File: src/hw/chd_pkg.sv
// Package with constants and carrier types for the card host transfer decode.
package chd_pkg;

   localparam int          DATA_W          = 16;
   localparam int          BYTE_W          = 8;
   localparam int          ADDR_W          = 11;
   localparam int          CLK_MHZ         = 250;
   localparam int          MODE_LOW_US     = 1000;
   localparam int          MODE_LOW_CYC    = MODE_LOW_US * CLK_MHZ;
   localparam int          WAIT_CYC        = 4;
   localparam logic [2:0]  TF_DATA_ADDR    = 3'h0;
   localparam logic [2:0]  CTL_DEVCTL_ADDR = 3'h6;
   localparam logic [2:0]  CTL_DRVADR_ADDR = 3'h7;
   localparam int          BUF_DEPTH       = 2;

   typedef enum logic [1:0]
   {
      CHD_MODE_PCCARD,
      CHD_MODE_IDE
   } chd_mode_t;

   // Host pins after synchronising; every one but addr is active low.
   typedef struct packed
   {
      logic              low_byte_card_enable_n;
      logic              high_byte_card_enable_n;
      logic              reg_select_n;
      logic              io_read_strobe_n;
      logic              io_write_strobe_n;
      logic              mem_read_strobe_n;
      logic              mem_write_strobe_n;
      logic              command_block_select_n;
      logic              control_block_select_n;
      logic              dma_acknowledge_n;
      logic [ADDR_W-1:0] addr;
   } chd_pins_t;

   // One decoded transfer toward the core.
   typedef struct packed
   {
      logic              write;
      logic              is_io;
      logic              is_ctl;
      logic              is_dma;
      logic [1:0]        lanes;
      logic [ADDR_W-1:0] addr;
      logic [DATA_W-1:0] data;
   } chd_xfer_t;

endpackage : chd_pkg

File: src/hw/chd_buf.sv
// Two-entry valid/ready buffer for decoded transfers.
`timescale 1ns/1ps
module chd_buf
(
   input  wire logic             clk,
   input  wire logic             reset,
   input  wire chd_pkg::chd_xfer_t in_data,
   input  wire logic             in_valid,
   output logic                  in_ready,
   output chd_pkg::chd_xfer_t    out_data,
   output logic                  out_valid,
   input  wire logic             out_ready
);

   chd_pkg::chd_xfer_t mem_r [chd_pkg::BUF_DEPTH];
   chd_pkg::chd_xfer_t mem_nxt [chd_pkg::BUF_DEPTH];
   logic [1:0]         cnt_r;
   logic [1:0]         cnt_nxt;
   logic               wp_r;
   logic               wp_nxt;
   logic               rp_r;
   logic               rp_nxt;
   logic               push;
   logic               pop;

   always_comb
   begin
      push     = in_valid && (cnt_r != 2'h2);
      pop      = out_ready && (cnt_r != 2'h0);
      mem_nxt  = mem_r;
      wp_nxt   = wp_r;
      rp_nxt   = rp_r;
      cnt_nxt  = cnt_r;
      if (push)
      begin
         mem_nxt[wp_r] = in_data;
         wp_nxt        = ~wp_r;
      end
      if (pop)
      begin
         rp_nxt = ~rp_r;
      end
      cnt_nxt = cnt_r + {1'b0, push} - {1'b0, pop};
   end

   always_ff @(posedge clk)
   begin
      if (reset)
      begin
         cnt_r <= 2'h0;
         wp_r  <= 1'b0;
         rp_r  <= 1'b0;
      end
      else
      begin
         cnt_r <= cnt_nxt;
         wp_r  <= wp_nxt;
         rp_r  <= rp_nxt;
      end
      mem_r <= mem_nxt;
   end

   assign in_ready  = (cnt_r != 2'h2);
   assign out_valid = (cnt_r != 2'h0);
   assign out_data  = mem_r[rp_r];

endmodule : chd_buf

File: src/hw/chd_decode.sv
// Host port decode: lane steering, 16-bit acknowledge, cycle extend and mode selection.
`timescale 1ns/1ps
module chd_decode
#(
   parameter int MODE_LOW_CYC = chd_pkg::MODE_LOW_CYC
)
(
   input  wire logic                          clk,
   input  wire logic                          reset,
   input  wire logic                          low_byte_card_enable_n,
   input  wire logic                          high_byte_card_enable_n,
   input  wire logic                          reg_select_n,
   input  wire logic                          io_read_strobe_n,
   input  wire logic                          io_write_strobe_n,
   input  wire logic                          mem_read_strobe_n,
   input  wire logic                          command_block_select_n,
   input  wire logic                          control_block_select_n,
   input  wire logic                          dma_acknowledge_n,
   input  wire logic                          mem_write_strobe_n,
   input  wire logic [chd_pkg::ADDR_W-1:0]    addr,
   input  wire logic [chd_pkg::DATA_W-1:0]    data_in,
   output logic      [chd_pkg::DATA_W-1:0]    data_out,
   output logic      [1:0]                    data_oe,
   output logic                               sixteen_bit_port_ack_n,
   output logic                               wait_n,
   output logic                               ide_mode,
   output chd_pkg::chd_xfer_t                 core_xfer,
   output logic                               core_valid,
   input  wire logic                          core_ready,
   input  wire logic [chd_pkg::DATA_W-1:0]    core_rdata,
   input  wire logic                          core_rdata_valid
);

   // Two-stage synchronisers for every host pin; only stage two is read.
   chd_pkg::chd_pins_t pins_raw;
   chd_pkg::chd_pins_t pins_s1_r;
   chd_pkg::chd_pins_t pins_s2_r;
   logic [chd_pkg::DATA_W-1:0] din_s1_r;
   logic [chd_pkg::DATA_W-1:0] din_s2_r;

   always_comb
   begin
      pins_raw.low_byte_card_enable_n  = low_byte_card_enable_n;
      pins_raw.high_byte_card_enable_n = high_byte_card_enable_n;
      pins_raw.reg_select_n            = reg_select_n;
      pins_raw.io_read_strobe_n        = io_read_strobe_n;
      pins_raw.io_write_strobe_n       = io_write_strobe_n;
      pins_raw.mem_read_strobe_n       = mem_read_strobe_n;
      pins_raw.mem_write_strobe_n      = mem_write_strobe_n;
      pins_raw.command_block_select_n  = command_block_select_n;
      pins_raw.control_block_select_n  = control_block_select_n;
      pins_raw.dma_acknowledge_n       = dma_acknowledge_n;
      pins_raw.addr                    = addr;
   end

   always_ff @(posedge clk)
   begin
      pins_s1_r <= pins_raw;
      pins_s2_r <= pins_s1_r;
      din_s1_r  <= data_in;
      din_s2_r  <= din_s1_r;
   end

   chd_pkg::chd_pins_t p;
   assign p = pins_s2_r;

   // Mode selection state. The mode select shares the memory read strobe pin.
   chd_pkg::chd_mode_t mode_r;
   chd_pkg::chd_mode_t mode_nxt;
   logic               decided_r;
   logic               decided_nxt;
   logic [31:0]        low_cnt_r;
   logic [31:0]        low_cnt_nxt;

   always_comb
   begin
      mode_nxt       = mode_r;
      decided_nxt    = decided_r;
      low_cnt_nxt    = low_cnt_r;
      // Sample mode select once after each reset.
      if (!decided_r)
      begin
         mode_nxt    = p.mem_read_strobe_n ? chd_pkg::CHD_MODE_PCCARD : chd_pkg::CHD_MODE_IDE;
         decided_nxt = 1'b1;
      end
      else if (p.mem_read_strobe_n)
      begin
         mode_nxt    = chd_pkg::CHD_MODE_PCCARD;
         low_cnt_nxt = 32'h0;
      end
      else
      begin
         if (low_cnt_r >= 32'(MODE_LOW_CYC - 1))
         begin
            mode_nxt = chd_pkg::CHD_MODE_IDE;
         end
         else
         begin
            low_cnt_nxt = low_cnt_r + 32'h1;
         end
      end
   end

   always_ff @(posedge clk)
   begin
      if (reset)
      begin
         mode_r    <= chd_pkg::CHD_MODE_PCCARD;
         decided_r <= 1'b0;
         low_cnt_r <= 32'h0;
      end
      else
      begin
         mode_r    <= mode_nxt;
         decided_r <= decided_nxt;
         low_cnt_r <= low_cnt_nxt;
      end
   end

   // Access decode.
   logic                       rd;
   logic                       wr;
   logic                       active;
   logic                       ide;
   logic [1:0]                 lanes;
   logic                       odd_low;
   logic                       is_ctl;
   logic                       is_dma;
   logic                       is_io;

   always_comb
   begin
      ide     = (mode_r == chd_pkg::CHD_MODE_IDE);
      rd      = 1'b0;
      wr      = 1'b0;
      lanes   = 2'b00;
      odd_low = 1'b0;
      is_ctl  = 1'b0;
      is_dma  = 1'b0;
      is_io   = 1'b0;
      if (ide)
      begin
         rd    = !p.io_read_strobe_n;
         wr    = !p.io_write_strobe_n;
         is_io = 1'b1;
         // Illegal select combinations are left undecoded.
         if (!p.command_block_select_n && p.control_block_select_n && p.dma_acknowledge_n)
         begin
            // Data at zero is a word, task file bytes otherwise.
            lanes = (p.addr[2:0] == chd_pkg::TF_DATA_ADDR) ? 2'b11 : 2'b01;
         end
         else if (!p.control_block_select_n && p.command_block_select_n && p.dma_acknowledge_n)
         begin
            // Control block uses the low lane only.
            if (p.addr[2:0] == chd_pkg::CTL_DEVCTL_ADDR
                || (p.addr[2:0] == chd_pkg::CTL_DRVADR_ADDR && rd))
            begin
               lanes = 2'b01;
            end
            is_ctl = 1'b1;
         end
         else if (p.command_block_select_n && p.control_block_select_n && !p.dma_acknowledge_n)
         begin
            lanes  = 2'b11;
            is_dma = 1'b1;
         end
      end
      else if (!(p.low_byte_card_enable_n && p.high_byte_card_enable_n))
      begin
         if (!p.reg_select_n)
         begin
            // I/O strobes count only with register select low.
            rd    = !p.io_read_strobe_n;
            wr    = !p.io_write_strobe_n;
            is_io = 1'b1;
         end
         else
         begin
            // Common memory uses the memory strobes.
            rd = !p.mem_read_strobe_n;
            wr = !p.mem_write_strobe_n;
         end
         if (!p.low_byte_card_enable_n && !p.high_byte_card_enable_n)
         begin
            lanes = 2'b11;
         end
         else if (p.low_byte_card_enable_n)
         begin
            lanes = 2'b10;
         end
         else
         begin
            // A0 picks even or odd byte on low lane.
            lanes   = 2'b01;
            odd_low = p.addr[0];
         end
      end
      active = (rd || wr) && (lanes != 2'b00);
   end

   // Edge detect; a push refused by a full buffer stays pending, so no word is lost.
   logic act_prev_r;
   logic act_prev_nxt;
   logic start;
   logic buf_in_ready;

   always_comb
   begin
      act_prev_nxt = active && (act_prev_r || buf_in_ready);
      start        = active && !act_prev_r;
   end

   always_ff @(posedge clk)
   begin
      if (reset)
      begin
         act_prev_r <= 1'b0;
      end
      else
      begin
         act_prev_r <= act_prev_nxt;
      end
   end

   // Transfers queue in the two-entry buffer; a full buffer extends the cycle.
   chd_pkg::chd_xfer_t xfer;

   always_comb
   begin
      xfer.write  = wr;
      xfer.is_io  = is_io;
      xfer.is_ctl = is_ctl;
      xfer.is_dma = is_dma;
      xfer.lanes  = lanes;
      xfer.addr   = p.addr;
      xfer.data   = odd_low ? {din_s2_r[7:0], din_s2_r[7:0]} : din_s2_r;
   end

   chd_buf u_buf
   (
      .clk       (clk),
      .reset     (reset),
      .in_data   (xfer),
      .in_valid  (start),
      .in_ready  (buf_in_ready),
      .out_data  (core_xfer),
      .out_valid (core_valid),
      .out_ready (core_ready)
   );

   // Output pins, all registered.
   logic [chd_pkg::DATA_W-1:0] dout_r;
   logic [chd_pkg::DATA_W-1:0] dout_nxt;
   logic [1:0]                 oe_r;
   logic [1:0]                 oe_nxt;
   logic                       ack_n_r;
   logic                       ack_n_nxt;
   logic                       wait_n_r;
   logic                       wait_n_nxt;
   logic                       have_r;
   logic                       have_nxt;
   logic                       ide_r;
   logic                       ide_nxt;

   always_comb
   begin
      // Acknowledge only while a 16-bit capable port is decoded.
      ack_n_nxt = !(is_io && lanes != 2'b00 && !is_ctl
                    && !(ide && lanes == 2'b01));
      have_nxt  = rd ? (have_r || core_rdata_valid) : 1'b0;
      // Hold a read cycle until data arrives, and any new cycle until the buffer frees.
      wait_n_nxt = !((rd && lanes != 2'b00 && !have_nxt) || (start && !buf_in_ready));
      dout_nxt  = dout_r;
      if (core_rdata_valid)
      begin
         dout_nxt = odd_low ? {8'h00, core_rdata[15:8]} : core_rdata;
      end
      // Drive only on decoded reads; low lane floats on high-only reads.
      oe_nxt = (rd && have_nxt) ? lanes : 2'b00;
      ide_nxt = (mode_nxt == chd_pkg::CHD_MODE_IDE);
   end

   always_ff @(posedge clk)
   begin
      if (reset)
      begin
         dout_r   <= 16'h0000;
         oe_r     <= 2'b00;
         ack_n_r  <= 1'b1;
         wait_n_r <= 1'b1;
         have_r   <= 1'b0;
         ide_r    <= 1'b0;
      end
      else
      begin
         dout_r   <= dout_nxt;
         oe_r     <= oe_nxt;
         ack_n_r  <= ack_n_nxt;
         wait_n_r <= wait_n_nxt;
         have_r   <= have_nxt;
         ide_r    <= ide_nxt;
      end
   end

   assign data_out               = dout_r;
   assign data_oe                = oe_r;
   assign sixteen_bit_port_ack_n = ack_n_r;
   assign wait_n                 = wait_n_r;
   assign ide_mode               = ide_r;

endmodule : chd_decode

File: config.mk
export PLATFORM = sky130hd
export DESIGN_NAME = chd_decode
export DESIGN_NICKNAME = d
export VERILOG_FILES = /design/src/hw/chd_pkg.sv /design/src/hw/chd_buf.sv /design/src/hw/chd_decode.sv
export SDC_FILE = /design/constraint.sdc
export NUM_CORES = 1
export LEC_CHECK = 0
export CAP_MARGIN = 5
export CORE_MARGIN = 2
export CORE_UTILIZATION = 23
export CTS_CLUSTER_DIAMETER = 100
export DETAILED_ROUTE_END_ITERATION = 12
export DONT_BUFFER_PORTS = 1
export GPL_TIMING_DRIVEN = 0
export REMOVE_ABC_BUFFERS = 1
export SETUP_SLACK_MARGIN = 0.3
export SLEW_MARGIN = 15
export SYNTH_ARGS = -nofsm -noshare
export SYNTH_HDL_FRONTEND = slang
export SYNTH_SLANG_ARGS = --single-unit
File: constraint.sdc
create_clock -name clk -period 5.96 [get_ports clk]
set_clock_uncertainty 0.1 [all_clocks]
set_input_delay 0.596 -clock clk [delete_from_list [all_inputs] [get_ports clk]]
set_output_delay 0.596 -clock clk [all_outputs]
set_load 0.05 [all_outputs]
* Word level (Yosys, flattened, before mapping)
Index checks and enable logic that the tools add are counted.
Storage, ports and cells: register bits after elaboration 202, input port bits 57, output and inout port bits 55, logic and storage cells 164
Operators by class: add/sub/neg operators 3, $lt $le $gt $ge 4, equality and inequality tests 7, multiplexer cells 45, bitwise logic cells 5, reduce and logical (&&, ||, !) cells 49
Operators by type and width (count):
- $mux 33 | 4
- $bwmux 66 | 1
- $mux 32 | 2
- $demux 33 s1 | 1
- $add 32x1->32 const B | 1
- $ge 32x18->1 const B | 1
- $mux 16 | 2
- $mux 1 | 24
- $logic_and 1x1->1 | 23
- $mux 2 | 11
- $logic_not 1->1 | 16
- $eq 2x1->1 const B | 3
- $eq 3x3->1 const B | 2
- $logic_or 1x1->1 | 5
- $ge 2x2->1 const B | 2
- $ne 2x2->1 const B | 2
- $not 1->2 | 2
- $reduce_bool 2->1 | 2
- $logic_not 3->1 | 1
- $not 1->1 | 3
- $add 2x1->2 | 1
- $lt 2x1->1 const B | 1
- $reduce_and 2->1 | 1
- $reduce_or 2->1 | 1
- $sub 2x1->2 | 1

* Logic depth before layout (Yosys ltp)
depth after elaboration 13, depth in mapped cells 8, mapped depth without buffers 7

* Cells and area by module
Synthesis repeated with hierarchy kept, for this count alone.
Second synthesis, totals: cells, all modules 535, area, all modules 6745.2 µm²
Modules (own cells, without submodules):
- chd_decode | times used 1, cells an instance 405, area each 4121.5 µm², sequential area each 2642.5 µm²
- chd_buf | times used 1, cells an instance 130, area each 2623.8 µm², sequential area each 2062.0 µm²

* Worst setup path after synthesis
OpenSTA, ideal clock, no wires.
kind register to register, start point reg mode_r[0], end point reg u_buf.mem_r[33] (netlist bit), enable pin, library setup time 0.388 ns, data arrival time 2.284 ns, required time 5.472 ns, slack 3.188 ns, stages on the path, launching flop included 8, buffers on the path 1, period minus slack after synthesis 2.772 ns, cells stage by stage dfxtp_1 nor2b_1 clkbuf_1 nand2_1 o22ai_1 nor2_1 or4_1 inv_1
On the way: cells in the longest elaborated chain, start to end 6, elaborated cells between the ends (all ways) 9, those cells by class eq/ne: 1; mux: 3; reduce/logical: 5
Ends and longest elaborated chain:
- start: declaration | line chd_decode.sv:68 | chd_pkg::chd_mode_t mode_r;
- start signal: assignment | line chd_decode.sv:108 | mode_r <= chd_pkg::CHD_MODE_PCCARD;
- start signal: assignment | line chd_decode.sv:114 | mode_r <= mode_nxt;
- $eq 2x1->1 | line chd_decode.sv:133 | ide = (mode_r == chd_pkg::CHD_MODE_IDE);
- $mux 2 | line chd_decode.sv:141 | if (ide)
- named net lanes[1] | line chd_decode.sv:125 | logic [1:0] lanes;
- $reduce_bool 2->1 | line chd_decode.sv:198 | active = (rd || wr) && (lanes != 2'b00);
- $logic_and 1x1->1 | line chd_decode.sv:198
- $logic_and 1x1->1 | line chd_decode.sv:210 | start = active && !act_prev_r;
- $logic_and 1x1->1 | line chd_buf.sv:28 | push = in_valid && (cnt_r != 2'h2);
- end signal: assignment | line chd_buf.sv:60 | mem_r <= mem_nxt;
- end: declaration | line chd_buf.sv:15 | chd_pkg::chd_xfer_t mem_r [chd_pkg::BUF_DEPTH];
The timed path passes the listed nets, and every way through them passes these cells. A chain may end at the register's enable or synchronous reset.

* Final worst setup path
start point reg mode_r[0], end point reg u_buf.mem_r[24] (netlist bit), enable pin
The elaborated chain is that of the path after synthesis.

==> out/metrics.cfg <==
[grt]
grt-ovfl-total = 0
grt_pass1_vias = 3890
grt_pass1_wl_um = 21400
grt_usage_pct = 9.02
grt_max_degree = 34
antenna_found_initial = 0

[placement]
place_area_um2 = 7180
dpl.hpwl_um = 9260
routabilityCongestion = 0.707
port-buffer-count = 0

[synth]
ys.warnings.count = 0
async_reset_ff_share_pct = 0
synth_edf_count = 66
synthDistinctLibCells = 48
netlist_area_um2 = 6700
avgSynthCellArea_um2 = 12.8
synthCells = 522
synth_seq_area_share_pct = 70.3
synth_largest_area_cell = dfxtp_1
synth_top_area_share_pct = 40.7
synth_seq_cells = 202
ys_top_cells_by_area = dfxtp_1, edfxtp_1, mux2_2
synth_ff_type = dfxtp_1

[worst_setup_path]
cp.arrival_ps = 2960
cp_slowest_cell = and2_2
rrSetupSlack_ps = 3130
path_cells = nor2b_1 > nand2_1 > o22ai_1 > nor2_1 > nor3_1 > and2_2 > buf_16
critPathMaxFanout = 22
worstSetupStartpointType = flip-flop
worstSetupEndpointType = flip-flop
crit_required_ps = 6080
worstSetupPathType = reg2reg
critPathMaxStageDelay_ps = 440

[final_layout]
areaGrowthSynthToFinish_pct = 24.6
final_common_cell = dfxtp_1
post-route-util_pct = 29.1
fin_area_um2 = 8340
n_fill_cell = 2913
layout.nets = 629
drive_above_1_share_pct = 15.3
insertedDiodeCount = 0
most-common-layout-cells = dfxtp_1, edfxtp_1, nand2_1

[power]
leakage_nw = 3.02
irDropWorstVdd_mv = 0.224
switching_power_mw = 1.15
p_seq_share_pct = 43.9
power.internal_mw = 2.56
p_sw_share_pct = 31.0
p_per_area_nw_per_um2 = 444
combinationalPowerShare_pct = 17.9
finalPower_mw = 3.71
power_frac_clock_pct = 38.2

[floorplan]
coreArea_um2 = 28700
die_y_um = 175
die_w_um = 175
die-area_um2 = 30500
rows = 62
boundaryPins = 112
start_util_pct = 23.3

[route]
route.detailed.drc = 0
drt-total-wl_um = 14200
drt_iter0_markers = 230
vias_per_cell = 4.04
drt_first_pass_iters = 4
wl_per_cell_um = 14.6
postRouteAntennaNets = 0
vias = 3926

[sta]
hold_viol = 0
timing.slew.headroom_pct = 35.1
finalSetupViolCount = 0
rsz0062_at_grt = no
fin_crit_sh_pct = 47.6
worst_hold_slack_ps = 38.1
worst_pin_slew_ps = 973
setup_tns_ps = 0
fmax_mhz = 353
period_needed_ps = 2830
slew_viol_final = 0

[clocking]
cts_made_buffers = 24
clk_path_buf_depth = 3
cts_max_level = 1
clkSinkCount = 202
cts_tree = yes
postCtsSetupBuffers = 0
clock_latency_ps = 520
clkTransAtPathRegs_ps = 60
cts_root_buf = clkbuf_16

[run_status]
status = completed

[min_path]
hold_path_class = in2reg

[job]
maxCapViolCount = 0

-- flip-flops by register name (all words and copies together) (netlist names), 2 cells and up --
| signal | count |
|---|---|
| data_oe | 2 |
| data_out | 16 |
| din_s1_r | 16 |
| din_s2_r | 16 |
| low_cnt_r | 32 |
| mode_r | 2 |
| p | 21 |
| pins_s1_r | 21 |
| u_buf.cnt_r | 2 |
| u_buf.mem_r | 66 |
-- final cells by class --
type | count | area [µm²] | share of cell area, %
Multi-Input combinational cell | 293 | 1890 | 22.7
Timing Repair Buffer | 42 | 455 | 5.46
Inverter | 7 | 26.3 | 0.315
Clock inverter | 12 | 123 | 1.47
Clock buffer | 32 | 662 | 7.93
Tap cell | 384 | 480 | 5.76
Sequential cell | 202 | 4710 | 56.4
-- synthesized netlist by cell type, types with 2 or more instances --
cell	count
mux2_2	34
xnor2_1	3
nor2_1	32
clkbuf_1	18
o22ai_1	3
and4_1	4
o211ai_1	2
nor4b_1	2
or3_1	4
dfxtp_1	136
nor3_1	7
edfxtp_1	66
nor4_1	4
o31ai_1	2
nor2b_1	7
or4_1	5
ha_1	2
a21oi_1	15
nand3_1	19
o21a_1	3
a311oi_1	8
o21ai_0	8
nor3b_1	3
xor2_1	8
nand2b_1	10
nand4_1	6
mux2i_1	3
and2_1	18
and3_1	7
inv_1	7
nand2_1	58
a31oi_1	2
-- metrics by stage --
| stage | instances | setup WS [ps] |
|---|---|---|
| floorplan | 502 | 3180 |
| global placement | 886 | 2330 |
| detailed placement | 890 | 3060 |
| CTS | 972 | 3080 |
| global route | 972 | 2910 |
| finish | 972 | 3130 |
-- repair_timing --
item	CTS	global route
hold buffers	38	0
resized for setup	0	0
endpoints found under the hold margin	38	0
setup endpoints to repair	0	0
-- power by group through the flow --
stage	clock network [mW]	logic, mW	registers [mW]
final	1.42	0.664	1.63
after CTS	1.47	0.676	1.63
after global routing	1.51	0.698	1.64
after detailed placement	0	0.652	1.66
after global placement	0	0.594	1.69
after floorplan	0	0.526	1.66
-- worst paths after layout --
check	cells past startpoint	to	from
setup reg to reg	7	u_buf.mem_r[24]$_DFFE_PP_	mode_r[0]$_SDFF_PP0_
hold / removal	1	data_out[15]$_SDFFE_PP0P_	reset
hold reg to reg	0	p[18]$_DFF_P_	pins_s1_r[18]$_DFF_P_
setup / recovery	7	u_buf.mem_r[24]$_DFFE_PP_	mode_r[0]$_SDFF_PP0_
-- worst max-delay path, delay by kind of cell, from the launching register on --
family,cells,cell delay (ps)
compound gates,1,410
flops,1,340
buf+inv,1,220
simple gates,5,1460
-- per-layer routing --
| layer | part of all wire, % | routed length, µm | track usage, % | vias up |
|---|---|---|---|---|
| li1 | - | - | - | 1953 |
| met1 | 45 | 6380 | 11.6 | 1838 |
| met5 | 0 | 0 | 0 | - |
| met4 | 3.2 | 454 | 3.13 | 0 |
| met2 | 46 | 6510 | 14.5 | 103 |
| met3 | 5.9 | 840 | 2.65 | 32 |
-- kinds of logic (layout without fill, tap and decap cells) --
| logic type | count (synthesis) | in the layout | share of synthesized area (%) |
|---|---|---|---|
| AOI/OAI and AO/OA | 51 | 51 | 5.48 |
| xor gates and xnor gates | 11 | 11 | 1.44 |
| adders and majority gates | 2 | 2 | 0.374 |
| buffers and inverters | 27 | 93 | 1.63 |
| DFF | 202 | 202 | 70.3 |
| muxes | 37 | 37 | 6.17 |
| and+or+nand+nor | 192 | 192 | 14.7 |
(Power assumes the default switching activity.)
